## config.mk

```make
export PLATFORM = sky130hd
export DESIGN_NAME = artc_timer
export DESIGN_NICKNAME = d
export VERILOG_FILES = /design/src/core/artc_pkg.sv /design/src/core/artc_timer.sv /design/src/core/artc_clk_src.sv
export VERILOG_INCLUDE_DIRS = /design/src /design/src/core
export SDC_FILE = /design/constraint.sdc
export NUM_CORES = 1
export LEC_CHECK = 0
export BUFFER_PORTS_ARGS = -buffer_cell sky130_fd_sc_hd__buf_2
export CAP_MARGIN = 10
export CORE_UTILIZATION = 51
export CTS_BUF_LIST = sky130_fd_sc_hd__clkbuf_8
export DETAILED_ROUTE_END_ITERATION = 8
export PLACE_DENSITY_LB_ADDON = 0.1
export SLEW_MARGIN = 10
export SYNTH_ARGS = -nofsm -noshare
export SYNTH_HDL_FRONTEND = slang
export SYNTH_HIERARCHICAL = 1
export SYNTH_SLANG_ARGS = --single-unit
export TNS_END_PERCENT = 20
```

## constraint.sdc

```tcl
create_clock -name mclk -period 1.75 [get_ports mclk]
set_clock_uncertainty 0.05 [all_clocks]
set_input_delay 0.0875 -clock mclk [delete_from_list [all_inputs] [get_ports mclk]]
set_output_delay 0.0875 -clock mclk [all_outputs]
set_load 0.01 [all_outputs]
```

## src/core/artc_params.svh

```systemverilog
// Purpose: Constants for the auto-reload timer with capture
// Assumes: Word-indexed register map on a 32-bit Avalon-MM slave
// Notes: Byte address of a register is four times its index
`ifndef ARTC_PARAMS_SVH
`define ARTC_PARAMS_SVH

// Register word indices
`define ARTC_IDX_CTRL 3'h0
`define ARTC_IDX_RELOAD_LOW 3'h1
`define ARTC_IDX_RELOAD_HIGH 3'h2
`define ARTC_IDX_COUNT_LOW 3'h3
`define ARTC_IDX_COUNT_HIGH 3'h4
`define ARTC_IDX_CLKCTL 3'h5

// Control register bit positions
`define ARTC_BIT_HIGH_OVF 7
`define ARTC_BIT_LOW_OVF 6
`define ARTC_BIT_LOW_IRQ_EN 5
`define ARTC_BIT_CAPTURE_EN 4
`define ARTC_BIT_SPLIT 3
`define ARTC_BIT_RUN 2
`define ARTC_BIT_UNUSED 1
`define ARTC_BIT_EXT_SEL 0

// Clock control register bit positions
`define ARTC_BIT_HIGH_CLK_SEL 7
`define ARTC_BIT_LOW_CLK_SEL 6
`define ARTC_BIT_IRQ_ENABLE 0

// Reset values and byte limits
`define ARTC_BYTE_RESET 8'h00
`define ARTC_BYTE_MAX 8'hff
`define ARTC_WORD_ZERO 32'h0000_0000

// Divider terminal counts
`define ARTC_DIV12_LAST 4'hb
`define ARTC_EXT_DIV_RISE 3'h3
`define ARTC_EXT_DIV_LAST 3'h7

`endif

```

## src/core/artc_pkg.sv

```systemverilog
// Purpose: Types shared by the timer files
// Assumes: Bit layout matches artc_params.svh
// Notes: Nothing here is imported; use artc_pkg::name
package artc_pkg;

  typedef struct packed {
    logic highOverflowFlag;
    logic lowOverflowFlag;
    logic lowByteIrqEnable;
    logic captureEnable;
    logic splitModeSelect;
    logic runControl;
    logic unusedBit;
    logic externalClockSelect;
  } artc_ctrl_t;

  typedef struct packed {
    logic highByteClockSelect;
    logic lowByteClockSelect;
    logic [4:0] reserved;
    logic irqEnable;
  } artc_clkctl_t;

  typedef struct packed {
    logic div12Tick;
    logic ext8Tick;
    logic captureEvent;
  } artc_ticks_t;

endpackage

```

## src/core/artc_timer.sv

```systemverilog
// Purpose: 16-bit auto-reload timer with split and capture modes
// Assumes: Avalon-MM slave, word addressing, one wait state
// Notes: Overflow flags stay set until software clears them
// What this block does
// [RL1] Two counter bytes form one 16-bit or two 8-bit auto-reload counters.
// [RL2] Counter clock: system clock, system clock/12, or external clock/8.
// [RL3] External clock/8 tick is synchronised to the system clock first.
// [RL4] 16-bit wrap from 0xFFFF loads reload value and sets high flag.
// [RL5] 16-bit mode: interrupt on every overflow when interrupt enabled.
// [RL6] 16-bit mode: low byte wrap also interrupts when low enable set.
// [RL7] Split mode: each byte reloads from its own reload byte.
// [RL8] Split mode: run bit gates only the high byte; low always counts.
// [RL9] Byte select 1 picks system clock; 0 defers to external select.
// [RL10] Split mode: each byte wrap sets its own overflow flag.
// [RL11] Split mode: high wrap interrupts; low wrap too if low enabled.
// [RL12] Overflow flags are cleared only by software, never hardware.
// [RL13] Software reads both flags to find the interrupt source.
// [RL14] Capture mode counts with system clock or its /12 per selects.
// [RL15] Capture copies the 16-bit count into reloads, sets high flag.
// [RL16] Capture happens on each falling edge of external clock/8.
// [RL17] Software should keep 16-bit mode while capturing.
// [RL18] Software should choose a counter clock much faster than capture.
// [RL19] Capture mode follows the capture-enable bit.
// [RL20] Counter advances only with run bit; split mode: high byte only.
// [RL21] Reset clears counters, reloads and control bits: stopped, 16-bit.
`timescale 1ns/1ps
`include "artc_params.svh"

module artc_timer (
  input wire logic mclk,
  input wire logic rst,
  input wire logic [2:0] avs_address,
  input wire logic avs_read,
  input wire logic avs_write,
  input wire logic [31:0] avs_writedata,
  input wire logic [3:0] avs_byteenable,
  output logic [31:0] avs_readdata,
  output logic avs_waitrequest,
  input wire logic extOsc,
  output logic irqRequest,
  output logic highOverflowFlag,
  output logic lowOverflowFlag
);

  artc_pkg::artc_ctrl_t ctrl_reg;
  artc_pkg::artc_clkctl_t clkCtl_reg;
  artc_pkg::artc_ticks_t ticks;
  logic [7:0] countLow_reg;
  logic [7:0] countHigh_reg;
  logic [7:0] reloadLow_reg;
  logic [7:0] reloadHigh_reg;
  logic [7:0] countLow_next;
  logic [7:0] countHigh_next;
  logic lowWrap;
  logic highWrap;
  logic lowTick;
  logic highTick;
  logic captureHit;
  logic busWrite;
  logic [7:0] wByte;
  logic lowExtSel;
  logic [1:0] byteSel;
  logic [1:0] byteExt;
  wire logic [1:0] byteTick;
  logic highSet;
  logic lowSet;
  logic accept;
  logic wrCtrl;
  logic wrReloadLow;
  logic wrReloadHigh;
  logic wrCountLow;
  logic wrCountHigh;
  logic wrClkCtl;

  artc_clk_src artc_clk_src_inst (
    .mclk(mclk),
    .rst(rst),
    .extOsc(extOsc),
    .ticks(ticks)
  );

  // Per-byte clock choice
  function automatic logic pickTick(
    input logic byteSel,
    input logic extSel,
    input artc_pkg::artc_ticks_t t
  );
    if (byteSel) begin
      pickTick = 1'b1; // [RL9]
    end else if (extSel) begin
      pickTick = t.ext8Tick; // [RL9]
    end else begin
      pickTick = t.div12Tick; // [RL9]
    end
  endfunction

  function automatic logic writesTo(input logic [2:0] idx,
                                    input logic doWrite,
                                    input logic [2:0] addr);
    writesTo = doWrite && (addr == idx);
  endfunction

  // Capture mode never counts the low byte on the clock it measures
  always_comb begin
    lowExtSel = ctrl_reg.externalClockSelect;
    if (ctrl_reg.captureEnable) begin
      lowExtSel = 1'b0; // [RL14]
    end
  end

  assign byteSel = {clkCtl_reg.highByteClockSelect,
    clkCtl_reg.lowByteClockSelect};
  assign byteExt = {ctrl_reg.externalClockSelect, lowExtSel};

  // One tick selector per counter byte
  for (genvar b = 0; b < 2; b++) begin : g_tick
    assign byteTick[b] = pickTick(byteSel[b], byteExt[b], ticks); // [RL9]
  end

  // Low select also drives 16-bit and capture operation
  assign lowTick = byteTick[0]; // [RL2] [RL14]
  assign highTick = byteTick[1]; // [RL2]
  assign captureHit = ctrl_reg.captureEnable &&
    ticks.captureEvent; // [RL19] [RL16]

  // Bus write takes effect at the edge where waitrequest is low
  assign busWrite = avs_write && !avs_waitrequest && avs_byteenable[0];
  assign wByte = avs_writedata[7:0];
  assign accept = (avs_read || avs_write) && avs_waitrequest;

  // Write strobes, one per register
  assign wrCtrl = writesTo(`ARTC_IDX_CTRL, busWrite, avs_address);
  assign wrReloadLow = writesTo(`ARTC_IDX_RELOAD_LOW, busWrite,
    avs_address);
  assign wrReloadHigh = writesTo(`ARTC_IDX_RELOAD_HIGH, busWrite,
    avs_address);
  assign wrCountLow = writesTo(`ARTC_IDX_COUNT_LOW, busWrite,
    avs_address);
  assign wrCountHigh = writesTo(`ARTC_IDX_COUNT_HIGH, busWrite,
    avs_address);
  assign wrClkCtl = writesTo(`ARTC_IDX_CLKCTL, busWrite, avs_address);

  // Hardware events that set the sticky flags
  assign highSet = highWrap || captureHit; // [RL4] [RL10] [RL15]
  assign lowSet = lowWrap; // [RL10]

  always_comb begin
    countLow_next = countLow_reg;
    countHigh_next = countHigh_reg;
    lowWrap = 1'b0;
    highWrap = 1'b0;
    if (ctrl_reg.splitModeSelect) begin // [RL1]
      if (lowTick) begin // [RL8]
        if (countLow_reg == `ARTC_BYTE_MAX) begin
          lowWrap = 1'b1;
          countLow_next = reloadLow_reg; // [RL7]
        end else begin
          countLow_next = countLow_reg + 8'h01;
        end
      end
      if (ctrl_reg.runControl && highTick) begin // [RL8] [RL20]
        if (countHigh_reg == `ARTC_BYTE_MAX) begin
          highWrap = 1'b1;
          countHigh_next = reloadHigh_reg; // [RL7]
        end else begin
          countHigh_next = countHigh_reg + 8'h01;
        end
      end
    end else if (ctrl_reg.runControl && lowTick) begin // [RL20]
      if (countLow_reg == `ARTC_BYTE_MAX) begin
        lowWrap = 1'b1;
        if (countHigh_reg == `ARTC_BYTE_MAX) begin
          highWrap = 1'b1;
          countLow_next = reloadLow_reg; // [RL4]
          countHigh_next = reloadHigh_reg; // [RL4]
        end else begin
          countLow_next = `ARTC_BYTE_RESET;
          countHigh_next = countHigh_reg + 8'h01; // [RL1]
        end
      end else begin
        countLow_next = countLow_reg + 8'h01;
      end
    end
  end

  // Counter bytes; a bus write overrides counting
  always_ff @(posedge mclk) begin
    if (rst) begin
      countLow_reg <= `ARTC_BYTE_RESET; // [RL21]
    end else if (wrCountLow) begin
      countLow_reg <= wByte;
    end else begin
      countLow_reg <= countLow_next;
    end
  end

  always_ff @(posedge mclk) begin
    if (rst) begin
      countHigh_reg <= `ARTC_BYTE_RESET; // [RL21]
    end else if (wrCountHigh) begin
      countHigh_reg <= wByte;
    end else begin
      countHigh_reg <= countHigh_next;
    end
  end

  // Reload bytes; capture wins over a bus write
  always_ff @(posedge mclk) begin
    if (rst) begin
      reloadLow_reg <= `ARTC_BYTE_RESET; // [RL21]
      reloadHigh_reg <= `ARTC_BYTE_RESET; // [RL21]
    end else if (captureHit) begin
      reloadLow_reg <= countLow_reg; // [RL15]
      reloadHigh_reg <= countHigh_reg; // [RL15]
    end else begin
      if (wrReloadLow) begin
        reloadLow_reg <= wByte;
      end
      if (wrReloadHigh) begin
        reloadHigh_reg <= wByte;
      end
    end
  end

  // Control bits; hardware set wins over software clear
  always_ff @(posedge mclk) begin
    if (rst) begin
      ctrl_reg <= '0; // [RL21]
    end else begin
      if (wrCtrl) begin
        ctrl_reg <= wByte;
        ctrl_reg.unusedBit <= 1'b0;
        ctrl_reg.highOverflowFlag <= wByte[`ARTC_BIT_HIGH_OVF] |
          highSet; // [RL12]
        ctrl_reg.lowOverflowFlag <= wByte[`ARTC_BIT_LOW_OVF] |
          lowSet; // [RL12]
      end else begin
        if (highSet) begin
          ctrl_reg.highOverflowFlag <= 1'b1; // [RL4] [RL10] [RL15]
        end
        if (lowSet) begin
          ctrl_reg.lowOverflowFlag <= 1'b1; // [RL10]
        end
      end
    end
  end

  always_ff @(posedge mclk) begin
    if (rst) begin
      clkCtl_reg <= '0; // [RL21]
    end else if (wrClkCtl) begin
      clkCtl_reg <= wByte;
      clkCtl_reg.reserved <= 5'h00;
    end
  end

  // Interrupt request follows the flags; flags only cleared by software
  always_ff @(posedge mclk) begin
    if (rst) begin
      irqRequest <= 1'b0;
    end else begin
      irqRequest <= clkCtl_reg.irqEnable &&
        (ctrl_reg.highOverflowFlag || // [RL5] [RL11]
        (ctrl_reg.lowByteIrqEnable &&
        ctrl_reg.lowOverflowFlag)); // [RL6] [RL11]
    end
  end

  always_ff @(posedge mclk) begin
    if (rst) begin
      highOverflowFlag <= 1'b0;
      lowOverflowFlag <= 1'b0;
    end else begin
      highOverflowFlag <= ctrl_reg.highOverflowFlag;
      lowOverflowFlag <= ctrl_reg.lowOverflowFlag;
    end
  end

  // Read multiplexer; unmapped words read zero
  function automatic logic [31:0] readMux(input logic [2:0] addr);
    case (addr)
      `ARTC_IDX_CTRL: readMux = {24'h000000, ctrl_reg};
      `ARTC_IDX_RELOAD_LOW: readMux = {24'h000000, reloadLow_reg};
      `ARTC_IDX_RELOAD_HIGH: readMux = {24'h000000, reloadHigh_reg};
      `ARTC_IDX_COUNT_LOW: readMux = {24'h000000, countLow_reg};
      `ARTC_IDX_COUNT_HIGH: readMux = {24'h000000, countHigh_reg};
      `ARTC_IDX_CLKCTL: readMux = {24'h000000, clkCtl_reg};
      default: readMux = `ARTC_WORD_ZERO;
    endcase
  endfunction

  // One wait state: waitrequest drops for one cycle per request
  always_ff @(posedge mclk) begin
    if (rst) begin
      avs_waitrequest <= 1'b1;
    end else begin
      avs_waitrequest <= !accept;
    end
  end

  // Read data stands until the next request is accepted
  always_ff @(posedge mclk) begin
    if (rst) begin
      avs_readdata <= `ARTC_WORD_ZERO;
    end else if (accept) begin
      avs_readdata <= avs_read ? readMux(avs_address) : `ARTC_WORD_ZERO;
    end
  end

endmodule

```

## src/core/artc_clk_src.sv

```systemverilog
// Purpose: Tick sources: system clock/12 and external oscillator/8
// Assumes: extOsc is far slower than mclk
// Notes: All ticks are one-cycle enables from flip-flops
`timescale 1ns/1ps
`include "artc_params.svh"

module artc_clk_src (
  input wire logic mclk,
  input wire logic rst,
  input wire logic extOsc,
  output artc_pkg::artc_ticks_t ticks
);

  logic syncFirst_reg;
  logic syncSecond_reg;
  logic syncPrev_reg;
  logic [2:0] extCount_reg;
  logic [3:0] div12Count_reg;
  logic extRise;

  // Two-flop synchroniser, then edge history
  always_ff @(posedge mclk) begin // [RL3]
    if (rst) begin
      syncFirst_reg <= 1'b0;
      syncSecond_reg <= 1'b0;
      syncPrev_reg <= 1'b0;
    end else begin
      syncFirst_reg <= extOsc;
      syncSecond_reg <= syncFirst_reg;
      syncPrev_reg <= syncSecond_reg;
    end
  end

  assign extRise = syncSecond_reg & ~syncPrev_reg;

  // Divide by 8; divided clock is extCount_reg[2]
  always_ff @(posedge mclk) begin // [RL2]
    if (rst) begin
      extCount_reg <= 3'h0;
    end else if (extRise) begin
      extCount_reg <= extCount_reg + 3'h1;
    end
  end

  always_ff @(posedge mclk) begin // [RL2]
    if (rst) begin
      div12Count_reg <= 4'h0;
    end else if (div12Count_reg == `ARTC_DIV12_LAST) begin
      div12Count_reg <= 4'h0;
    end else begin
      div12Count_reg <= div12Count_reg + 4'h1;
    end
  end

  always_ff @(posedge mclk) begin
    if (rst) begin
      ticks <= '0;
    end else begin
      ticks.div12Tick <= (div12Count_reg == `ARTC_DIV12_LAST);
      // Rising edge of divided clock advances the counter
      ticks.ext8Tick <= extRise && (extCount_reg == `ARTC_EXT_DIV_RISE);
      // Falling edge of divided clock is the capture event
      ticks.captureEvent <= extRise &&
        (extCount_reg == `ARTC_EXT_DIV_LAST); // [RL16]
    end
  end

endmodule

```

==> metrics.md, run 1 <==
| Metric | Value |
|---|---|
| Outcome | finished clean |
| Dpl ws | -41.8 ps |
| Global-route track usage on met3 | 6.53% |
| Final Cycle Share | 98.5% |
| Design Power | 3.32 mW |
| Clock slew at reported path FFs | 80 ps |
| CTS tree | yes |
| Share of layout cells above drive strength 1 | 26.8% |
| Root Driver | clkbuf_8 |
| Chip Width | 88.8 um |
| Synth Flop Type | dfxtp_1 |
| DP Cell Count | about 600 |
| Final setup viols | 0 |
| Final hold viol count | 0 |
| # rows | 31 |
| CTS sink cnt | 67 |
| Initial Util | between 50% and 60% |
| Skew-Pair Late Insertion Delay | 360 ps |
| Die H | ~89 um |
| Fmax | 580 MHz |
| Top Ports | 80 |
| Avg Inst Size Synth | 8.47 um^2 |
| Final Net Count | between 500 and 600 |
| Post-synth EDFFs | 0 |
| DR vias | 3672 |
| Area Growth Syn to Fin | 20.5% |
| Worst-Margin Slew | 587 ps |
| Hold WC Path Type | in -> reg |
| Tmin final | 1720 ps |
| GR peak layer | met2 |
| Max-Cap Viols | 0 |
| Routing usage on met2 | 46.4% |
| Yosys reg bits | 67 |
| CP Cell Sequence | or4b_4 -> o311ai_4 -> o21a_4 -> nand2_2 -> a311oi_2 |
| Synth unique cells | 65 |
| Initial antenna violation count | 0 |
| I/O Buffers | 28 |
| CP peak stage delay | 560 ps |
| Worst EP arrival | ~2000 ps |
| Post-route antenna net violation count | 0 |
| Type of origin of the critical path | flop |
| Routability congestion estimate | a little over 0.9 |
| Placed instance area | ~4200 um^2 |
| Cell Area, Synth | 3840 um^2 |
| CP required | 1970 ps |
| Routed WL per cell | about 18 um |
| GRT overflow | 0 |
| Max Buffers Root-to-Sink | 2 |
| Cells after Synth | 454 |
| RSZ-0062 raised after global routing | yes |
| HPWL after DPL | 7790 um |
| Sequential share of the synthesized area | a little over a third |
| Critical path class | reg -> reg |
| H-Tree Depth | 3 |
| Die footprint | 7890 um^2 |
| Post-route DRC | 0 |
| Post-route non-filler standard cell count | 621 |
| Slew HR | 60.6% |
| Largest net degree at the start of global routing | 36 |
| Antenna cells | 0 |
| Total GRT Usage | between 20% and 30% |
| CP top delay family | compound AO/OA/AOI/OAI gates |
| Core area | 7250 um^2 |
| Synth warn | 6 |
| DRT Wirelength | 10900 um |
| Crit end category | flop |
| First-pass DRT Iterations | 4 |
| Vias per cell | roughly 5.9 |
| P_leak | 1.79 nW |
| PwrDens | 717 nW/um^2 |
| Vias in the first global route | 3240 |
| CP Buf/Inv Count | 0 |
| First-pass GRT wire length | 16700 um |
| Ys async rst share | 0% |
| CTS Buf Count | 9 |
| Non-Filler Cell Area, Final | ~4600 um^2 |
| Hold_ws | ~13 ps |
| First DRT Iteration DRCs | 251 |
| Met1 usage | 35.6% |
| Peak supply drop | 0.423 mV |
| Max stage delay cell, worst path | or4b_4 |
| Setup ws final | 25.8 ps |
| CP max FO | 7 |
| Max-slew violations | 0 |
-- final timing paths --
check / startpoint / end / slack [ps] / depth (start not counted)
worst min register to register: avs_readdata[7]$_SDFFE_PP0P_ / avs_readdata[7]$_SDFFE_PP0P_ / 400 / 2
worst max-delay path: byteSel[0]$_SDFFE_PP0P_ / countHigh_reg[6]$_SDFFE_PP0P_ / 30 / 5
worst min-delay path: avs_writedata[3] / ctrl_reg[3]$_SDFFE_PP0P_ / 10 / 3
worst max register to register: byteSel[0]$_SDFFE_PP0P_ / countHigh_reg[6]$_SDFFE_PP0P_ / 30 / 5
-- cell usage in the layout, fill, tap and decap left out, types with 10 or more instances in the layout --
master,Yosys,layout
mux2_2,10,10
buf_4,26,47
nor2_1,46,45
conb_1,1,24
mux2i_1,14,14
nand2_1,44,42
nor2b_1,15,14
dfxtp_1,67,61
a21oi_1,27,27
a311oi_1,16,16
a22oi_1,11,11
buf_2,5,28
nand3_1,30,29
-- layer usage --
| layer | wire [um] | part of all wire [%] | vias up |
|---|---|---|---|
| met2 | 5060 | 46 | 154 |
| met4 | 408 | 3.7 | 0 |
| li1 | - | - | 1747 |
| met1 | 4700 | 43 | 1734 |
| met5 | 0 | 0 | - |
| met3 | 763 | 7.0 | 37 |
-- kinds of logic (layout without fill, tap and decap cells) --
logic type | after synthesis | count (layout) | synth area share [%]
other | 1 | 24 | 0.0975
muxes | 24 | 24 | 6.57
AOI/OAI and AO/OA | 106 | 106 | 20.4
buffers and inverters | 59 | 104 | 9.47
xor gates and xnor gates | 7 | 7 | 1.59
adders and majority gates | 6 | 6 | 1.95
and+or+nand+nor | 184 | 184 | 25.0
DFF | 67 | 67 | 34.9
-- stage by stage --
stage                     setup TNS (ps)  util (%)
final                                  0      63.9
after global routing                -143      63.9
after CTS                              0      62.4
after detailed placement           -52.3      58.5
after global placement                 0      58.5
after floorplan                    -94.7         -
-- where the power goes --
| part | internal (mW) | total [mW] | leakage, nW | switching [mW] |
|---|---|---|---|---|
| logic | 0.0978 | 0.275 | 1.14 | 0.177 |
| clock network | 0.811 | 1.48 | 0.110 | 0.668 |
| registers | 1.55 | 1.57 | 0.544 | 0.0192 |
| total | 2.46 | 3.32 | 1.79 | 0.864 |
-- cell usage after synthesis (all sizes together) (5+ instances only) --
master	instances	share of area, %
buf	35	6.9
o211ai	8	1.6
a22oi	11	2.1
nor2	46	4.5
nor4	7	1.3
nand2	45	4.6
dfxtp	67	35
nand3	32	4.4
mux2	10	2.9
xnor2	5	1.1
nor2b	16	2.7
inv	5	0.49
ha	6	2.0
o21ai	5	0.75
nor3	11	1.9
a21oi	27	3.5
clkbuf	18	1.9
o22ai	5	0.81
a311oi	19	4.8
a31oi	5	0.81
a211oi	7	1.4
mux2i	14	3.6
-- area by class of cell --
| type | instances | area, um^2 |
|---|---|---|
| clock buffers | 9 | 124 |
| clock inverters | 7 | 98.8 |
| fillers | 667 | 2620 |
| inverters | 5 | 18.8 |
| multi-input cells | 351 | 2320 |
| flip-flops and latches | 67 | 1350 |
| well taps | 99 | 124 |
| repair buffers | 83 | 603 |
-- timing repair --
item                                    4_1_cts  5_1_grt
hold buffers                                  5        0
buffers inserted                              0        4
resized for setup                             3       17
endpoints found under the setup margin        8       15
hold endpoints to repair                      5        0
pin swaps                                     1       11
-- worst register-to-register path, cell delays in order (launching register included) --
cell,delay [ps]
dfxtp_2,320
or4b_4,560
o311ai_4,150
o21a_4,250
nand2_2,60
a311oi_2,250
No activity file was read; power rests on OpenSTA's default activity.
==> run 2: changes to the inputs <==
--- a/config.mk
+++ b/config.mk
@@ -10,8 +10,9 @@
 export CAP_MARGIN = 10
 export CORE_UTILIZATION = 51
 export CTS_BUF_LIST = sky130_fd_sc_hd__clkbuf_8
+export CTS_CLUSTER_SIZE = 24
 export DETAILED_ROUTE_END_ITERATION = 8
-export PLACE_DENSITY_LB_ADDON = 0.1
+export PLACE_DENSITY_LB_ADDON = 0.25
 export SLEW_MARGIN = 10
 export SYNTH_ARGS = -nofsm -noshare
 export SYNTH_HDL_FRONTEND = slang
==> run 2 against run 1 <==
Sequential power barely moved. Critical endpoint unchanged. Critical path depth did not move. Final cell count fell by 0.64%. First-iteration DRC count up 39%. Core utilization is 1.4 points lower. Critical path type unchanged. Sequential share of layout area is 0.68 points higher. Clock power decreased by 16%. Via count is 0.35% higher. Worst hold slack better by 8.6 ps. Global-route usage fell by 1.1 points.
==> metrics.md, run 2 (synthesis gave the netlist of run 1 again) <==
| Metric | Value |
|---|---|
| Max Buffers Root-to-Sink | 2 |
| CTS Buf Count | 9 |
| Skew-Pair Late Insertion Delay | 350 ps |
| Die footprint | 7890 um^2 |
| Hold WC Path Type | in -> reg |
| Final Net Count | roughly 560 |
| CP top delay family | compound AO/OA/AOI/OAI gates |
| Max stage delay cell, worst path | or4b_4 |
| First-pass GRT wire length | 16200 um |
| Final hold viol count | 0 |
| CP Buf/Inv Count | 0 |
| Max-Cap Viols | 0 |
| Most common cell after layout, fill and taps aside | dfxtp_1 |
| Design Power | between 3 and 4 mW |
| Final setup viols | 0 |
| Reg2reg setup slack | 30 ps |
| Net Sw Frac | 25.7% |
| CP peak stage delay | approximately 540 ps |
| DR vias | around 3700 |
| Hold path startpoint | avs_writedata[5] |
| Psw | ~790 uW |
| First-pass DRT Iterations | 5 |
| Die H | 88.8 um |
| Leading cell types in the layout, fill and taps excluded | dfxtp_1, nor2_1, nand2_1, buf_4, nand3_1 |
| Peak supply drop | 0.671 mV |
| Initial Util | 53.0% |
| Worst r2r path cells | 5 |
| Crit end category | flop |
| RSZ-0062 raised after global routing | yes |
| Initial antenna violation count | 0 |
| CP Cell Sequence | or4b_4 -> o311ai_2 -> o21a_4 -> nand2_1 -> a311oi_2 |
| Worst flop-to-flop path startpoint | byteSel[0]$_SDFFE_PP0P_ |
| CTS tree | yes |
| Root Driver | clkbuf_8 |
| CTS sink cnt | 67 |
| Clock network power share | roughly two fifths |
| Antenna cells | 0 |
| Fill count | between 600 and 700 |
| Max-slew violations | 0 |
| PwrDens | a little under 700 nW/um^2 |
| DRT Wirelength | 10400 um |
| First DRT Iteration DRCs | 349 |
| Total GRT Usage | 27.5% |
| Hold Crit Depth | 3 |
| Worst EP arrival | around 1900 ps |
| Final Cycle Share | 98.1% |
| # rows | 31 |
| Total Negative Setup Slacks | 0 ps |
| Gate power share | between 8 and 9% |
| Routability congestion estimate | 0.871 |
| Area Growth Syn to Fin | 17.8% |
| Hold_ws | 21.5 ps |
| I/O Buffers | 28 |
| Vias in the first global route | approximately 3300 |
| Post-route antenna net violation count | 0 |
| Type of origin of the critical path | flop |
| Top Ports | 80 |
| Post-route DRC | 0 |
| Tmin final | 1720 ps |
| Worst-Margin Slew | ~570 ps |
| Routed WL per cell | 16.9 um |
| Critical path class | reg -> reg |
| HPWL after DPL | 7580 um |
| Chip Width | 88.8 um |
| Critical R2R Capture | countHigh_reg[6]$_SDFFE_PP0P_ |
| Hold Path Sink | ctrl_reg[5]$_SDFFE_PP0P_ |
| Clock slew at reported path FFs | 80 ps |
| P_leak | 1.78 nW |
| CP required | 1960 ps |
| Fmax | 582 MHz |
| Core area | roughly 7300 um^2 |
| GRT overflow | 0 |
| Cell-internal power | 2.29 mW |
| CP max FO | 6 |
| Share of layout cells above drive strength 1 | 24.7% |
| Outcome | finished clean |
| Vias per cell | about 6 |
| Sequential share of power | between 50% and 60% |
| Largest net degree at the start of global routing | 34 |
| Slew HR | 62.0% |
| H-Tree Depth | 3 |
[run 2: how the worst max path moves through the flow]
stage                                  startpoint                             to  slack (ps)  cells past startpoint
floorplan           countHigh_reg[1]$_SDFFE_PP0P_  countHigh_reg[0]$_SDFFE_PP0P_         -40                      6
global placement          byteExt[1]$_SDFFE_PP0P_  countHigh_reg[3]$_SDFFE_PP0P_          20                      5
detailed placement        byteExt[1]$_SDFFE_PP0P_  countHigh_reg[3]$_SDFFE_PP0P_         -50                      5
CTS                  countLow_reg[0]$_SDFFE_PP0P_  countHigh_reg[6]$_SDFFE_PP0P_         -30                      6
global route              byteSel[0]$_SDFFE_PP0P_  countHigh_reg[6]$_SDFFE_PP0P_         -40                      5
finish                    byteSel[0]$_SDFFE_PP0P_  countHigh_reg[6]$_SDFFE_PP0P_          30                      5
[run 2: layout make-up]
type                    instances  area (um^2)  share of cell area (%)
multi-input cells             351         2280                    50.3
flip-flops and latches         67         1350                    29.8
repair buffers                 79          574                    12.7
clock buffers                   9          124                    2.74
well taps                      99          124                    2.74
clock inverters                 7         61.3                    1.35
inverters                       5         18.8                   0.414
[run 2: what timing repair did]
action / CTS / global route
setup buffers: 0 / 3
setup endpoints to repair: 8 / 22
endpoints found under the hold margin: 6 / 0
pin swaps: 2 / 5
gates resized for setup: 4 / 11
hold buffers: 4 / 0
[run 2: worst min-delay path: stages]
cell and delay, ps:
buf_2 150, nand3_1 90, a21oi_1 60
[run 2: power groups by stage]
| stage | clock (mW) | sequential, mW | combinational [mW] |
|---|---|---|---|
| global route | 1.32 | 1.57 | 0.297 |
| global placement | 0 | 1.60 | 0.253 |
| CTS | 1.27 | 1.56 | 0.266 |
| detailed placement | 0 | 1.60 | 0.257 |
| finish | 1.24 | 1.56 | 0.274 |
| floorplan | 0 | 1.60 | 0.202 |
[run 2: layer usage]
layer | wire, um | up-vias | share of wire (%) | track usage, %
met2 | 4980 | 170 | 48 | 44.6
li1 | - | 1735 | - | -
met1 | 4420 | 1751 | 42 | 35.0
met3 | 722 | 29 | 6.9 | 6.16
met4 | 315 | 0 | 3.0 | 11.9
met5 | 0 | - | 0 | 0
[run 2: stage by stage]
stage	setup WS [ps]	cell area, um^2	utilization, %	std cells
after floorplan	-36.4	3940	-	477
after global placement	19.1	4220	58.2	594
after detailed placement	-48.9	4220	58.2	594
after CTS	-27.1	4450	61.4	614
after global routing	-43.1	4530	62.4	617
final	32.9	4530	62.4	617
==> run 3: changes to the inputs <==
--- a/config.mk
+++ b/config.mk
@@ -18,4 +18,4 @@
 export SYNTH_HDL_FRONTEND = slang
 export SYNTH_HIERARCHICAL = 1
 export SYNTH_SLANG_ARGS = --single-unit
-export TNS_END_PERCENT = 20
+export TNS_END_PERCENT = 30
==> constraint.sdc (replaced) <==
create_clock -name mclk -period 1.55 [get_ports mclk]
set_clock_uncertainty 0.05 [all_clocks]
set_input_delay 0.0775 -clock mclk [delete_from_list [all_inputs] [get_ports mclk]]
set_output_delay 0.0775 -clock mclk [all_outputs]
set_load 0.01 [all_outputs]
==> run 3 against run 2 <==
Sequential power is 13% higher. Core utilization is 6.2 points higher. Power is 18% higher. Register-to-register slack worse by 210 ps. Routed wire length is 9.6% higher. Sequential cell count stayed put. The flow now finishes with violations (setup timing). Highest routed layer unchanged. Final area is 9.9% higher.
==> metrics.md, run 3 (synthesis gave the netlist of run 1 again) <==
| Metric | Value |
|---|---|
| Outcome | finished, violations left |
| Failing checks | setup timing |
| # rows | 31 |
| Final Cycle Share | 111% |
| Post-route DRC | 0 |
| PwrDens | 731 nW/um^2 |
| Hold path startpoint | rst |
| Setup ws final | -172 ps |
| Placed instance area | 4460 um^2 |
| Worst r2r path cells | 5 |
| CP Cell Sequence | or4b_4 -> o311ai_4 -> o21a_4 -> nand2_2 -> a311oi_2 |
| Max-Cap Viols | 0 |
| Area Growth Syn to Fin | 29.4% |
| Critical path class | reg -> reg |
| DRT Wirelength | 11400 um |
| Fmax | 581 MHz |
| Psw | 998 uW |
| Net Sw Frac | 27.4% |
| GRT overflow | 0 |
| CP top delay family | compound AO/OA/AOI/OAI gates |
| Hold_ws | 2.07 ps |
| Hold Path Sink | artc_clk_src_inst/div12Count_reg[2]$_SDFF_PP0_ |
| Total GRT Usage | 29.2% |
| First DRT Iteration DRCs | 296 |
| Design Power | 3.63 mW |
| Share of layout cells above drive strength 1 | about 34% |
| Worst-Margin Slew | 589 ps |
| CP Buf/Inv Count | 0 |
| Clock network power share | 42.3% |
| Slew HR | 60.5% |
| CP Launch Point | ctrl_reg[4]$_SDFFE_PP0P_ |
| Reg2reg setup slack | -170 ps |
| Largest net degree at the start of global routing | 34 |
| Crit end category | flop |
| Die H | 88.8 um |
| Initial antenna violation count | 0 |
| Post-route antenna net violation count | 0 |
| First-pass GRT wire length | 17100 um |
| Sequential share of power | 48.4% |
| Leading cell types in the layout, fill and taps excluded | buf_4, dfxtp_1, nor2_1 |
| CP max FO | 7 |
| Core area | 7250 um^2 |
| H-Tree Depth | 3 |
| CTS sink cnt | 67 |
| Chip Width | 88.8 um |
| Initial Util | 53.0% |
| Max stage delay cell, worst path | or4b_4 |
| CP peak stage delay | 560 ps |
| Die footprint | around 7900 um^2 |
| Peak supply drop | 0.919 mV |
| Max-slew violations | 0 |
| Clock slew at reported path FFs | 80 ps |
| Routed WL per cell | 17.8 um |
| Gate power share | 9.3% |
| CTS Buf Count | 9 |
| First-pass DRT Iterations | 5 |
| Routability congestion estimate | 0.947 |
| Final setup viols | 19 |
| CP required | about 1800 ps |
| Hold Crit Depth | 2 |
| Antenna cells | 0 |
| Most common cell after layout, fill and taps aside | buf_4 |
| DR vias | roughly 3800 |
| Non-Filler Cell Area, Final | 4970 um^2 |
| P_leak | 1.97 nW |
| Worst EP arrival | 1930 ps |
| Cell-internal power | 2.64 mW |
| Type of origin of the critical path | flop |
| Tmin final | 1720 ps |
| Vias per cell | 5.86 |
| Hold WC Path Type | in -> reg |
| Top Ports | 80 |
| I/O Buffers | 28 |
| CTS tree | yes |
| Final Net Count | a little under 600 |
| Final hold viol count | 0 |
| Worst flop-to-flop path startpoint | ctrl_reg[4]$_SDFFE_PP0P_ |
| Root Driver | clkbuf_8 |
| RSZ-0062 raised after global routing | yes |
| Skew-Pair Late Insertion Delay | 350 ps |
| Max Buffers Root-to-Sink | 2 |
| Vias in the first global route | 3435 |
| HPWL after DPL | 8310 um |
| Critical R2R Capture | countHigh_reg[4]$_SDFFE_PP0P_ |
run 3: changes by cell type in the layout (fill, tap and decap cells not counted), sizes merged:
cell and delta:
buf +27, clkinv -2, inv +2
run 3: per-layer routing:
metal / GRT usage (%) / part of all wire (%)
met1: 36.3 / 42
met3: 4.66 / 6.3
met4: 11.1 / 2.1
met2: 50.6 / 50
met5: 0 / 0
run 3: worst max path at each step:
stage	endpoint	slack, ps	depth (start not counted)
floorplan	countLow_reg[6]$_SDFFE_PP0P_	-150	6
global placement	countHigh_reg[3]$_SDFFE_PP0P_	-120	5
detailed placement	countHigh_reg[3]$_SDFFE_PP0P_	-150	5
CTS	countHigh_reg[4]$_SDFFE_PP0P_	-150	5
global route	countHigh_reg[6]$_SDFFE_PP0P_	-200	6
finish	countHigh_reg[4]$_SDFFE_PP0P_	-170	5
run 3: final cells by class:
type,count,area (um^2)
tap,99,124
clock inverter,7,82.6
timing repair buffer,106,800
clock buffer,9,124
inverter,5,21.3
multi-input combinational,351,2460
sequential,67,1360
fill,608,2280
run 3: what timing repair did:
action | in CTS | in global routing
resized for setup | 15 | 31
hold endpoints to repair | 5 | 0
pin swaps | 2 | 16
setup endpoints to repair | 36 | 37
hold buffers | 4 | 0
setup buffers | 1 | 7
run 3: power groups by stage:
stage / sequential, mW / clock, mW / combinational, mW
3_5_place_dp: 1.80 / 0 / 0.304
6_report: 1.76 / 1.54 / 0.337
2_1_floorplan: 1.80 / 0 / 0.229
3_3_place_gp: 1.80 / 0 / 0.302
5_1_grt: 1.76 / 1.61 / 0.360
4_1_cts: 1.76 / 1.54 / 0.318
run 3: metrics by stage:
step	setup TNS [ps]	std cells	setup slack, ps	util, %
3_5_place_dp	-2050	616	-146	61.5
6_report	-1530	644	-172	68.6
5_1_grt	-2970	644	-199	68.6
3_3_place_gp	-1290	616	-123	61.5
4_1_cts	-1510	637	-153	65.7
2_1_floorplan	-740	477	-148	-
